## src/lfs_pkg.sv

```systemverilog
// constants shared by the fault supervisor of the led backlight driver
// assumes one 20 mhz clock and detector inputs already synchronous to it
//
// How it works
// enable low past shutdown count clears all
// shut down keeps sinks off until enable
// sync pin held low stops everything
// cycle overcurrent blanks boost one cycle
// secondary switch limit latches everything off
// input current twice limit latches off
// partial input overcurrent raises flag and input limit only
// grace time expiry latches, clearing restores
// host clears latch by long enable low
// switch node overvoltage latches everything off
// sink short at startup withholds soft-start
// open sink found by raising output
// current-set overcurrent stops boost and sinks
// freq-set overcurrent stops all, flags, restarts
// overvoltage pin stops boost while high
// sink above short threshold leaves operation
// overtemperature stops all, restarts without flag
// undervoltage stops all and clears latches
// startup blanking suppresses open detection
// flag follows latching or latched faults, 1x input overcurrent and freq-set overcurrent
package lfs_pkg;

  // ==========================================================
  // clock and times
  localparam int CLK_PERIOD_NS = 50;
  localparam int SYNC_LOW_NS = 7000;
  // least time: round up
  localparam int SYNC_LOW_CYCLES = (SYNC_LOW_NS + CLK_PERIOD_NS - 1) / CLK_PERIOD_NS;
  localparam int SHUTDOWN_CYCLES = 32750;
  localparam int GRACE_CYCLES = 10000;
  localparam int BLANK_CYCLES = 64;
  localparam int SOFTSTART_CYCLES = 32;

  // ==========================================================
  // widths and reset values
  localparam int LED_CH = 4;
  localparam int SHUT_W = 15;
  localparam int GRACE_W = 14;
  localparam int SYNC_W = 8;
  localparam int BLANK_W = 7;
  localparam logic RST_OFF = 1'b0;
  // fault pin output idles high so a released line never reads as flagged
  localparam logic RST_FLAG_N = 1'b1;

  typedef enum logic [1:0] {
    LFS_OFF,
    LFS_START,
    LFS_RUN
  } lfs_state_t;

endpackage

```

## src/lfs_count.sv

```systemverilog
// held-level counter: done once run has stayed high for limit edges
// assumes run is synchronous to clock; counting restarts whenever run drops
module lfs_count #(
  parameter int W = 8,
  parameter int LIMIT = 8
) (
  input wire logic clock,
  input wire logic arst_n,
  input wire logic run,
  output logic done
);

  logic [W-1:0] cnt_ff;
  localparam logic [W-1:0] LIM = W'(LIMIT);

  // saturating count so done stays up while the level holds
  always_ff @(posedge clock or negedge arst_n) begin
    if (!arst_n) begin
      cnt_ff <= '0;
    end else if (!run) begin
      cnt_ff <= '0;
    end else if (cnt_ff != LIM) begin
      cnt_ff <= cnt_ff + W'(1);
    end
  end

  assign done = run && (cnt_ff == LIM);

endmodule

```

## src/lfs_supervisor.sv

```systemverilog
// fault supervisor: classifies detector events and steers boost,
// input disconnect, led sinks and the open-drain fault flag
// assumes detector levels and pins are synchronous to clock
module lfs_supervisor
  import lfs_pkg::*;
#(
  parameter int SHUTDOWN_LIMIT = lfs_pkg::SHUTDOWN_CYCLES,
  parameter int GRACE_LIMIT = lfs_pkg::GRACE_CYCLES
) (
  input wire logic clock,
  input wire logic arst_n,
  input wire logic pwm_en,
  input wire logic freq_set_sync_pin,
  input wire logic sw_cbc_det,
  input wire logic sw_cycle_start,
  input wire logic secondary_switch_limit_det,
  input wire logic in_oc_1x_det,
  input wire logic in_oc_2x_det,
  input wire logic switch_node_overvoltage_det,
  input wire logic [lfs_pkg::LED_CH-1:0] led_short_gnd_det,
  input wire logic [lfs_pkg::LED_CH-1:0] led_open_det,
  input wire logic [lfs_pkg::LED_CH-1:0] led_short_threshold_det,
  input wire logic current_set_pin_oc_det,
  input wire logic freq_set_sync_pin_oc_det,
  input wire logic overvoltage_sense_pin_det,
  input wire logic die_ot_det,
  input wire logic vin_uvlo_det,
  output logic boost_en_ff,
  output logic disc_en_ff,
  output logic disc_limit_ff,
  output logic [lfs_pkg::LED_CH-1:0] sink_en_ff,
  output logic softstart_go_ff,
  output logic raise_vout_ff,
  output logic low_power_ff,
  output logic fault_n_out_ff,
  output logic fault_n_oe_ff
);

  import lfs_pkg::*;

  lfs_state_t st_ff;
  lfs_state_t nxt_st;
  logic latch_ff;
  logic cbc_block_ff;
  logic [LED_CH-1:0] open_off_ff;
  logic sd_done;
  logic sync_done;
  logic grace_done;
  logic ss_done;
  logic blank_done;
  logic latch_set;
  logic restart;
  logic all_off;
  logic search;
  logic nxt_flag;

  // ==========================================================
  // timers
  lfs_count #(.W(SHUT_W), .LIMIT(SHUTDOWN_LIMIT)) u_shut (
    .clock(clock), .arst_n(arst_n), .run(!pwm_en), .done(sd_done)
  );
  lfs_count #(.W(SYNC_W), .LIMIT(SYNC_LOW_CYCLES)) u_sync (
    .clock(clock), .arst_n(arst_n), .run(!freq_set_sync_pin), .done(sync_done)
  );
  lfs_count #(.W(GRACE_W), .LIMIT(GRACE_LIMIT)) u_grace (
    .clock(clock), .arst_n(arst_n), .run(in_oc_1x_det && !latch_ff), .done(grace_done)
  );
  lfs_count #(.W(BLANK_W), .LIMIT(SOFTSTART_CYCLES)) u_ss (
    // soft-start restarts from zero whenever a fault holds the device off,
    // so a long restart fault cannot use up the ramp before it begins
    .clock(clock), .arst_n(arst_n),
    .run(st_ff == LFS_START && !all_off && !(|led_short_gnd_det)),
    .done(ss_done)
  );
  lfs_count #(.W(BLANK_W), .LIMIT(BLANK_CYCLES)) u_blank (
    .clock(clock), .arst_n(arst_n), .run(st_ff == LFS_RUN), .done(blank_done)
  );

  // ==========================================================
  // fault classes
  assign latch_set = secondary_switch_limit_det
                   | in_oc_2x_det
                   | grace_done
                   | switch_node_overvoltage_det;
  // auto-restart faults that take the device back through soft-start
  assign restart = die_ot_det | vin_uvlo_det | freq_set_sync_pin_oc_det | sync_done;
  assign all_off = latch_ff | latch_set | restart | (st_ff == LFS_OFF);
  // open-sink search only after startup blanking settles the output
  assign search = blank_done && |(led_open_det & ~open_off_ff);

  // ==========================================================
  // operating state
  always_comb begin
    nxt_st = st_ff;
    case (st_ff)
      LFS_OFF: begin
        if (pwm_en) begin
          nxt_st = LFS_START;
        end
      end
      LFS_START: begin
        if (ss_done && !all_off) begin
          nxt_st = LFS_RUN;
        end
      end
      default: begin
        if (restart) begin
          nxt_st = LFS_START;
        end
      end
    endcase
    if (sd_done) begin
      nxt_st = LFS_OFF;
    end
  end

  always_ff @(posedge clock or negedge arst_n) begin
    if (!arst_n) begin
      st_ff <= LFS_OFF;
    end else begin
      st_ff <= nxt_st;
    end
  end

  // latched faults: a new latching event wins over a clear in the same cycle
  always_ff @(posedge clock or negedge arst_n) begin
    if (!arst_n) begin
      latch_ff <= RST_OFF;
    end else if (latch_set) begin
      latch_ff <= 1'b1;
    end else if (sd_done || vin_uvlo_det) begin
      latch_ff <= 1'b0;
    end
  end

  // boost blanked until the next switching cycle begins
  always_ff @(posedge clock or negedge arst_n) begin
    if (!arst_n) begin
      cbc_block_ff <= RST_OFF;
    end else if (sw_cbc_det) begin
      cbc_block_ff <= 1'b1;
    end else if (sw_cycle_start) begin
      cbc_block_ff <= 1'b0;
    end
  end

  // ==========================================================
  // per-sink open detection and sink enables
  genvar gi;
  generate
    for (gi = 0; gi < LED_CH; gi++) begin : g_ch
      // a string still open when overvoltage trips is out of regulation
      always_ff @(posedge clock or negedge arst_n) begin
        if (!arst_n) begin
          open_off_ff[gi] <= RST_OFF;
        end else if (st_ff != LFS_RUN) begin
          open_off_ff[gi] <= 1'b0;
        end else if (search && overvoltage_sense_pin_det && led_open_det[gi]) begin
          open_off_ff[gi] <= 1'b1;
        end
      end

      // sinks follow dimming; shorted or open strings drop out alone
      always_ff @(posedge clock or negedge arst_n) begin
        if (!arst_n) begin
          sink_en_ff[gi] <= RST_OFF;
        end else begin
          sink_en_ff[gi] <= !all_off && st_ff == LFS_RUN && pwm_en
                            && !current_set_pin_oc_det
                            && !open_off_ff[gi]
                            && !led_short_threshold_det[gi];
        end
      end
    end
  endgenerate

  // ==========================================================
  // power stage controls
  always_ff @(posedge clock or negedge arst_n) begin
    if (!arst_n) begin
      boost_en_ff <= RST_OFF;
      disc_en_ff <= RST_OFF;
      disc_limit_ff <= RST_OFF;
      softstart_go_ff <= RST_OFF;
      raise_vout_ff <= RST_OFF;
      low_power_ff <= RST_OFF;
    end else begin
      boost_en_ff <= !all_off && st_ff == LFS_RUN
                     && !(sw_cbc_det || cbc_block_ff)
                     && !current_set_pin_oc_det
                     && !overvoltage_sense_pin_det;
      // disconnect stays closed through startup, 1x limiting and sense faults
      disc_en_ff <= !all_off;
      disc_limit_ff <= !all_off && in_oc_1x_det;
      softstart_go_ff <= st_ff == LFS_START && !all_off && !(|led_short_gnd_det);
      raise_vout_ff <= !all_off && search;
      low_power_ff <= nxt_st == LFS_OFF;
    end
  end

  // ==========================================================
  // open-drain fault flag: pin pulled low while flagged
  assign nxt_flag = latch_ff | latch_set | freq_set_sync_pin_oc_det
                  | (in_oc_1x_det && !latch_ff);

  always_ff @(posedge clock or negedge arst_n) begin
    if (!arst_n) begin
      fault_n_oe_ff <= RST_OFF;
      fault_n_out_ff <= RST_FLAG_N;
    end else begin
      fault_n_oe_ff <= nxt_flag;
      fault_n_out_ff <= !nxt_flag;
    end
  end

  // ==========================================================
  // checks
  property p_shut;
    @(posedge clock) disable iff (!arst_n)
      sd_done && !latch_set |=> st_ff == LFS_OFF && !latch_ff;
  endproperty
  a_shut: assert property (p_shut) else $error("shutdown did not clear");

  property p_off_sinks;
    @(posedge clock) disable iff (!arst_n)
      st_ff == LFS_OFF |=> sink_en_ff == '0;
  endproperty
  a_off_sinks: assert property (p_off_sinks) else $error("sink on in shutdown");

  property p_sync;
    @(posedge clock) disable iff (!arst_n)
      sync_done |=> !boost_en_ff && !disc_en_ff && sink_en_ff == '0;
  endproperty
  a_sync: assert property (p_sync) else $error("sync low did not stop");

  property p_cbc;
    @(posedge clock) disable iff (!arst_n)
      sw_cbc_det ##1 (sw_cycle_start && !sw_cbc_det) |=> !cbc_block_ff;
  endproperty
  a_cbc: assert property (p_cbc) else $error("boost blank over one cycle");

  property p_lim2;
    @(posedge clock) disable iff (!arst_n)
      secondary_switch_limit_det |=> latch_ff && fault_n_oe_ff && !disc_en_ff
        && !boost_en_ff && sink_en_ff == '0;
  endproperty
  a_lim2: assert property (p_lim2) else $error("switch limit not latched");

  property p_in2x;
    @(posedge clock) disable iff (!arst_n)
      in_oc_2x_det |=> latch_ff && fault_n_oe_ff && !disc_en_ff;
  endproperty
  a_in2x: assert property (p_in2x) else $error("2x input current not latched");

  property p_in1x;
    @(posedge clock) disable iff (!arst_n)
      in_oc_1x_det |=> fault_n_oe_ff;
  endproperty
  a_in1x: assert property (p_in1x) else $error("1x flag missing");

  property p_grace;
    @(posedge clock) disable iff (!arst_n)
      grace_done |=> latch_ff && !disc_en_ff;
  endproperty
  a_grace: assert property (p_grace) else $error("grace expiry not latched");

  property p_swov;
    @(posedge clock) disable iff (!arst_n)
      switch_node_overvoltage_det |=> latch_ff && !disc_en_ff && fault_n_oe_ff;
  endproperty
  a_swov: assert property (p_swov) else $error("open diode not latched");

  property p_current_set_pin;
    @(posedge clock) disable iff (!arst_n)
      current_set_pin_oc_det |=> !boost_en_ff && sink_en_ff == '0;
  endproperty
  a_current_set_pin: assert property (p_current_set_pin) else $error("current-set fault ignored");

  property p_ovp;
    @(posedge clock) disable iff (!arst_n)
      overvoltage_sense_pin_det |=> !boost_en_ff;
  endproperty
  a_ovp: assert property (p_ovp) else $error("boost on during overvoltage");

  property p_uvlo;
    @(posedge clock) disable iff (!arst_n)
      vin_uvlo_det && !latch_set |=> !latch_ff && !disc_en_ff;
  endproperty
  a_uvlo: assert property (p_uvlo) else $error("undervoltage kept latch");

  property p_flag;
    @(posedge clock) disable iff (!arst_n)
      latch_ff |=> fault_n_oe_ff && !fault_n_out_ff;
  endproperty
  a_flag: assert property (p_flag) else $error("flag not raised while latched");

endmodule

```

## config.mk

```make
export PLATFORM = sky130hd
export DESIGN_NAME = lfs_supervisor
export DESIGN_NICKNAME = d
export VERILOG_FILES = /design/src/lfs_pkg.sv /design/src/lfs_count.sv /design/src/lfs_supervisor.sv
export SDC_FILE = /design/constraint.sdc
export NUM_CORES = 1
export LEC_CHECK = 0
export BUFFER_PORTS_ARGS = -buffer_cell sky130_fd_sc_hd__buf_2
export CORE_ASPECT_RATIO = 0.75
export CORE_MARGIN = 1.5
export CORE_UTILIZATION = 35
export CTS_CLUSTER_DIAMETER = 30
export DETAILED_ROUTE_END_ITERATION = 10
export PLACE_DENSITY = 0.55
export SLEW_MARGIN = 20
export SYNTH_ARGS = -nofsm -noshare
export SYNTH_HDL_FRONTEND = slang
export SYNTH_SLANG_ARGS = --single-unit
```

## constraint.sdc

```tcl
create_clock -name clock -period 1.7 [get_ports clock]
set_clock_uncertainty 0.05 [all_clocks]
set_input_delay 0 -clock clock [delete_from_list [all_inputs] [get_ports clock]]
set_output_delay 0 -clock clock [all_outputs]
set_load 0.03 [all_outputs]
```

# Yosys cells after proc, flatten, opt, wreduce, memory -nomap -nowiden
# Index checks and enable logic that the tools add are counted.
[totals]
register_bits = 71
out_inout_bits = 12
[op_classes]
n_addsub = 5
n_eq_ne = 16
muxes = 27
n_bitwise = 13
reduce_logical = 62
[ops]
columns = ["cell", "n"]
rows = [
  ["$logic_and A1 B1 Y1", 31],
  ["$mux W15", 2],
  ["$mux W14", 2],
  ["$mux W7", 4],
  ["$logic_not A1 Y1", 17],
  ["$mux W8", 2],
  ["$reduce_bool A2 Y1", 8],
  ["$add A15 B1 Y15 const B", 1],
  ["$eq A15 B15 Y1 const B", 1],
  ["$ne A15 B15 Y1 const B", 1],
  ["$add A14 B1 Y14 const B", 1],
  ["$add A7 B1 Y7 const B", 2],
  ["$eq A14 B14 Y1 const B", 1],
  ["$ne A14 B14 Y1 const B", 1],
  ["$mux W1", 12],
  ["$or A1 B1 Y1", 11],
  ["$add A8 B1 Y8 const B", 1],
  ["$eq A8 B8 Y1 const B", 1],
  ["$mux W2", 4],
  ["$ne A2 B2 Y1 const B", 4],
  ["$ne A8 B8 Y1 const B", 1],
  ["$reduce_or A4 Y1", 2],
  ["$eq A7 B6 Y1 const B", 1],
  ["$eq A7 B7 Y1 const B", 1],
  ["9 further kinds", 11],
]

# Longest topological paths before layout
[depth]
word_depth = 17
ltp_mapped = 7

# Hierarchy
# From an unflattened synthesis, not the netlist that was laid out.
[unflattened]
cells_unflattened = 364
area_unflattened_um2 = 3683.5
[modules_own_cells]
columns = ["module", "instances", "cells_each", "area_per_inst_um2", "seq_area_each_um2"]
rows = [
  ["lfs_supervisor", 1, 71, 840.8, 501.7],
  ["lfs_count (u_shut)", 1, 82, 799.5, 375.4],
  ["lfs_count (u_grace)", 1, 83, 782.0, 350.3],
  ["lfs_count (u_sync)", 1, 47, 480.5, 200.2],
  ["lfs_count (u_blank)", 1, 41, 390.4, 175.2],
  ["lfs_count (u_ss)", 1, 40, 390.4, 175.2],
]

# Least setup slack after synthesis
# Ideal clock, no wire load.
[synth_path]
path_kind = "flip-flop to flip-flop"
start = "register u_shut.cnt_ff[0]"
end = "register u_shut.cnt_ff[3]"
arrival_time_ns = 1.696
t_required_ns = 1.523
slack_ns = -0.173
path_stages_with_launch = 8
n_path_buf = 1
cell_sequence = "dfrtp_1 -> inv_1 -> ha_1 -> nand4_1 -> or4_1 -> buf_6 -> nand4_2 -> mux2_1"
[synth_between]
elab_chain_len = 3
elab_cells_between_ends = 5
cone_classes = "add/sub: 1; eq/ne: 1; mux: 2; reduce/logical: 1"
[synth_rtl]
columns = ["item", "line_no", "text"]
rows = [
  ["start, declared", "lfs_count.sv:13", "logic [W-1:0] cnt_ff;"],
  ["start signal, assigned", "lfs_count.sv:23", "cnt_ff <= cnt_ff + W'(1);"],
  ["$add A15 B1 Y15", "lfs_count.sv:23", ""],
  ["$mux W15", "lfs_count.sv:22", "end else if (cnt_ff != LIM) begin"],
  ["$mux W15", "lfs_count.sv:20", "end else if (!run) begin"],
]
# Several ways; a longest one is shown, not always the timed one. The select of a mux whose other input is x is not followed.
# A chain may end at the register's enable or synchronous reset.

# Worst setup path in the final report
[layout_path]
start = "register u_shut.cnt_ff[9]"
end = "register u_shut.cnt_ff[3]"
[layout_between]
elab_chain_len = 2
[layout_rtl]
columns = ["item", "line_no"]
rows = [
  ["$ne A15 B15 Y1", "lfs_count.sv:22"],
  ["$reduce_bool A2 Y1 (no source line)", "-"],
]
# No other way between the ends.

==> flow_summary.json <==
{
  "status": "complete, but fails checks",
  "violations": "setup timing",
  "stdcell_area_sq_um": 4960,
  "ys_seq_elements": 71,
  "clockRootBuffer": "clkbuf_16",
  "fin_util_pct": 51.0,
  "synthToLayoutAreaGrowth_pct": 40.7,
  "fin_ws_ns": -0.0585,
  "wirelength_mm": 7.93,
  "clk_pin_slew_worst_paths_ns": 0.06,
  "dpl.hpwl_mm": 5.46,
  "ant_nets": 0,
  "wl_per_cell_um": 13.3,
  "cpPeakStageDelay_ns": 0.57,
  "synth_edf_count": 0,
  "diodes": 0,
  "synthArstFlopShare_pct": 100,
  "syn_avg_cell_area_sq_um": 10.1,
  "max_freq_mhz": 569,
  "r2r_slack_ns": -0.06,
  "gr-total-overflow": 0,
  "synth_area_leaders": "dfrtp_1 50%, nor2_1 5.9%, xnor2_1 5.7%, ha_1 3.5%, xor2_1 3.0%",
  "rows": 31,
  "remaining_drc_errors": 0,
  "slew_headroom_pct": 61.4,
  "num-fill-cells": 886,
  "clock_latency_ns": 0.33,
  "gp_congestion": 0.764,
  "path_max_fanout": 5,
  "max-cap-violations": 0,
  "path_cells": "nand4_2 > or4_4 > buf_6 > nand4_4 > mux2_4",
  "power_density_nw_per_um2": 849,
  "synth_flop_cell": "dfrtp_1",
  "cts.sinks": 71,
  "grt_setup_unrepaired": "yes",
  "slowest_stage": "or4_4",
  "via_per_inst": 4.86,
  "cts.htree.levels": 3,
  "critPathKind": "register to register",
  "synth_nets": 385,
  "drv_slew": 0,
  "fp.coreArea_sq_um": 9740,
  "p_leak_nw": 2.16,
  "dieArea_sq_um": 10700,
  "drt_first_iter_violations": 131,
  "cts_buffers": 9,
  "yosys_warnings": 0,
  "port_buffers": 38,
  "synth_cell_types": 52,
  "critPathBufInv": 1,
  "critical-path-top-delay-family": "simple AND/OR/NAND/NOR gates",
  "antenna_found_initial": 0,
  "crit_path_end_kind": "register",
  "yosysSeqAreaShare_pct": 50.4,
  "setup_violations": 3,
  "grt_max_degree": 72,
  "hold_violations": 0,
  "io_pins": 39,
  "timing.final.crit_share_pct": 103,
  "fin_crit_ns": 1.76,
  "yosysMostFrequentCell": "dfrtp_1",
  "grtUsageTotal_pct": 15.5,
  "synthTopCellsByCount": "70 x dfrtp_1, 55 x nor2_1, 23 x xnor2_1",
  "synth_top_area_share_pct": 49.7,
  "synth_area_sq_um": 3530,
  "ir_drop_v": 0.000543,
  "clockBufferDepth": 2,
  "die_w_um": 119,
  "drive_above_1_share_pct": 30.0,
  "start_kind": "register",
  "postSynthCellCount": 348,
  "nets": 496,
  "hold_path_class": "primary input to register",
  "grt_pass1_vias": 2696,
  "start_util_pct": 36.2,
  "grt_pass1_wl_mm": 13.1,
  "die_height_um": 89.9,
  "yosys.area.top_type": "dfrtp_1",
  "placed_area_sq_um": 4240,
  "cp.arrival_ns": 1.93,
  "worst_pin_slew_ns": 0.579,
  "vias": 2897,
  "cp_data_required_time_ns": 1.87,
  "cts_tree": "yes",
  "dr.pass1.iters": 4
}
==> kinds of logic (layout without fill, tap and decap cells) <==
family	Yosys count	after routing	synth area share, %
XOR/XNOR	35	35	8.69
multiplexers	4	4	1.17
AND/OR/NAND/NOR	160	160	24.7
flip-flops	71	71	50.4
adder cells (fa/ha/maj)	10	10	3.55
AO/OA/AOI/OAI	38	38	8.02
buffers and inverters	30	146	3.44
==> final cells by class <==
class                   count  area, sq um  area share [%]
clock buffers              10          229            4.62
repair buffers            108          781            15.7
well taps                 132          165            3.33
flip-flops and latches     71         1780            35.8
inverters                  22         82.6            1.66
multi-input cells         247         1790            36.1
clock inverters             6          133            2.67
==> layer usage <==
metal,GRT usage [%],vias up,wire length [um]
li1,-,1443,-
met1,22.2,1402,4110
met2,22.1,45,3510
met3,4.76,7,223
met4,5.52,0,92
met5,0,-,0
==> worst register-to-register path: cells and delay by family, from the launching register on <==
family	cells	cell delay (ns)
and+or+nand+nor	3	0.78
DFF	1	0.37
buffers and inverters	1	0.15
muxes	1	0.29
==> repair_timing <==
action,4_1_cts,5_1_grt
gates resized for setup,2,25
gates cloned,0,1
endpoints found under the setup margin,16,29
buffers inserted,1,4
pin swaps,1,8
hold buffers,19,0
endpoints found under the hold margin,93,0
==> final timing paths <==
path | start | to | cells past startpoint
min | pwm_en | u_shut.cnt_ff[6] | 2
max reg2reg | u_shut.cnt_ff[9] | u_shut.cnt_ff[3] | 5
max | u_shut.cnt_ff[9] | u_shut.cnt_ff[3] | 5
min reg2reg | open_off_ff[2] | open_off_ff[2] | 2
max in group asynchronous | arst_n | fault_n_out_ff | 3
min in group asynchronous | arst_n | u_shut.cnt_ff[8] | 3
==> sequential cells by signal (all words and copies together) (netlist names), 2 cells and up <==
signal	flops
u_shut.cnt_ff	15
u_ss.cnt_ff	7
u_grace.cnt_ff	14
sink_en_ff	4
st_ff	2
u_blank.cnt_ff	7
u_sync.cnt_ff	8
open_off_ff	4
==> cells in the final DEF (no fill, tap or decap), drive strengths merged, types with 3 or more instances in the layout <==
cell | Yosys | final
a211oi | 4 | 4
a21oi | 12 | 12
a41oi | 4 | 4
and3 | 7 | 7
buf | 4 | 89
bufinv | 0 | 4
clkbuf | 4 | 10
dfrtp | 70 | 70
dlygate4sd3 | 0 | 19
ha | 10 | 10
inv | 22 | 22
mux2i | 3 | 3
nand2 | 15 | 15
nand2b | 9 | 9
nand3 | 15 | 15
nand4 | 11 | 11
nor2 | 55 | 55
nor3 | 9 | 9
nor4 | 7 | 7
nor4b | 4 | 4
o21ai | 6 | 6
or3 | 9 | 9
or4 | 5 | 5
xnor2 | 23 | 23
xor2 | 12 | 12
==> stage by stage <==
step	setup TNS [ns]	setup slack [ns]	instances	hold WS, ns	power (W)
CTS	-0.0618	-0.0523	592	0.0150	0.00427
detailed placement	-0.277	-0.0567	556	0.0246	0.00192
finish	-0.0784	-0.0585	596	0.0245	0.00421
global placement	-0.411	-0.0516	556	0.0117	0.00192
global route	-0.646	-0.122	596	0.0367	0.00437
floorplan	-0.0887	-0.0887	348	-0.346	0.00181
==> report_power, final <==
part           switching, W  internal, W  leakage [nW]
clock              0.000706      0.00158         0.173
combinational      0.000112     0.000102          1.02
sequential       0.00000970      0.00171         0.965
No activity file was read; power rests on OpenSTA's default activity.
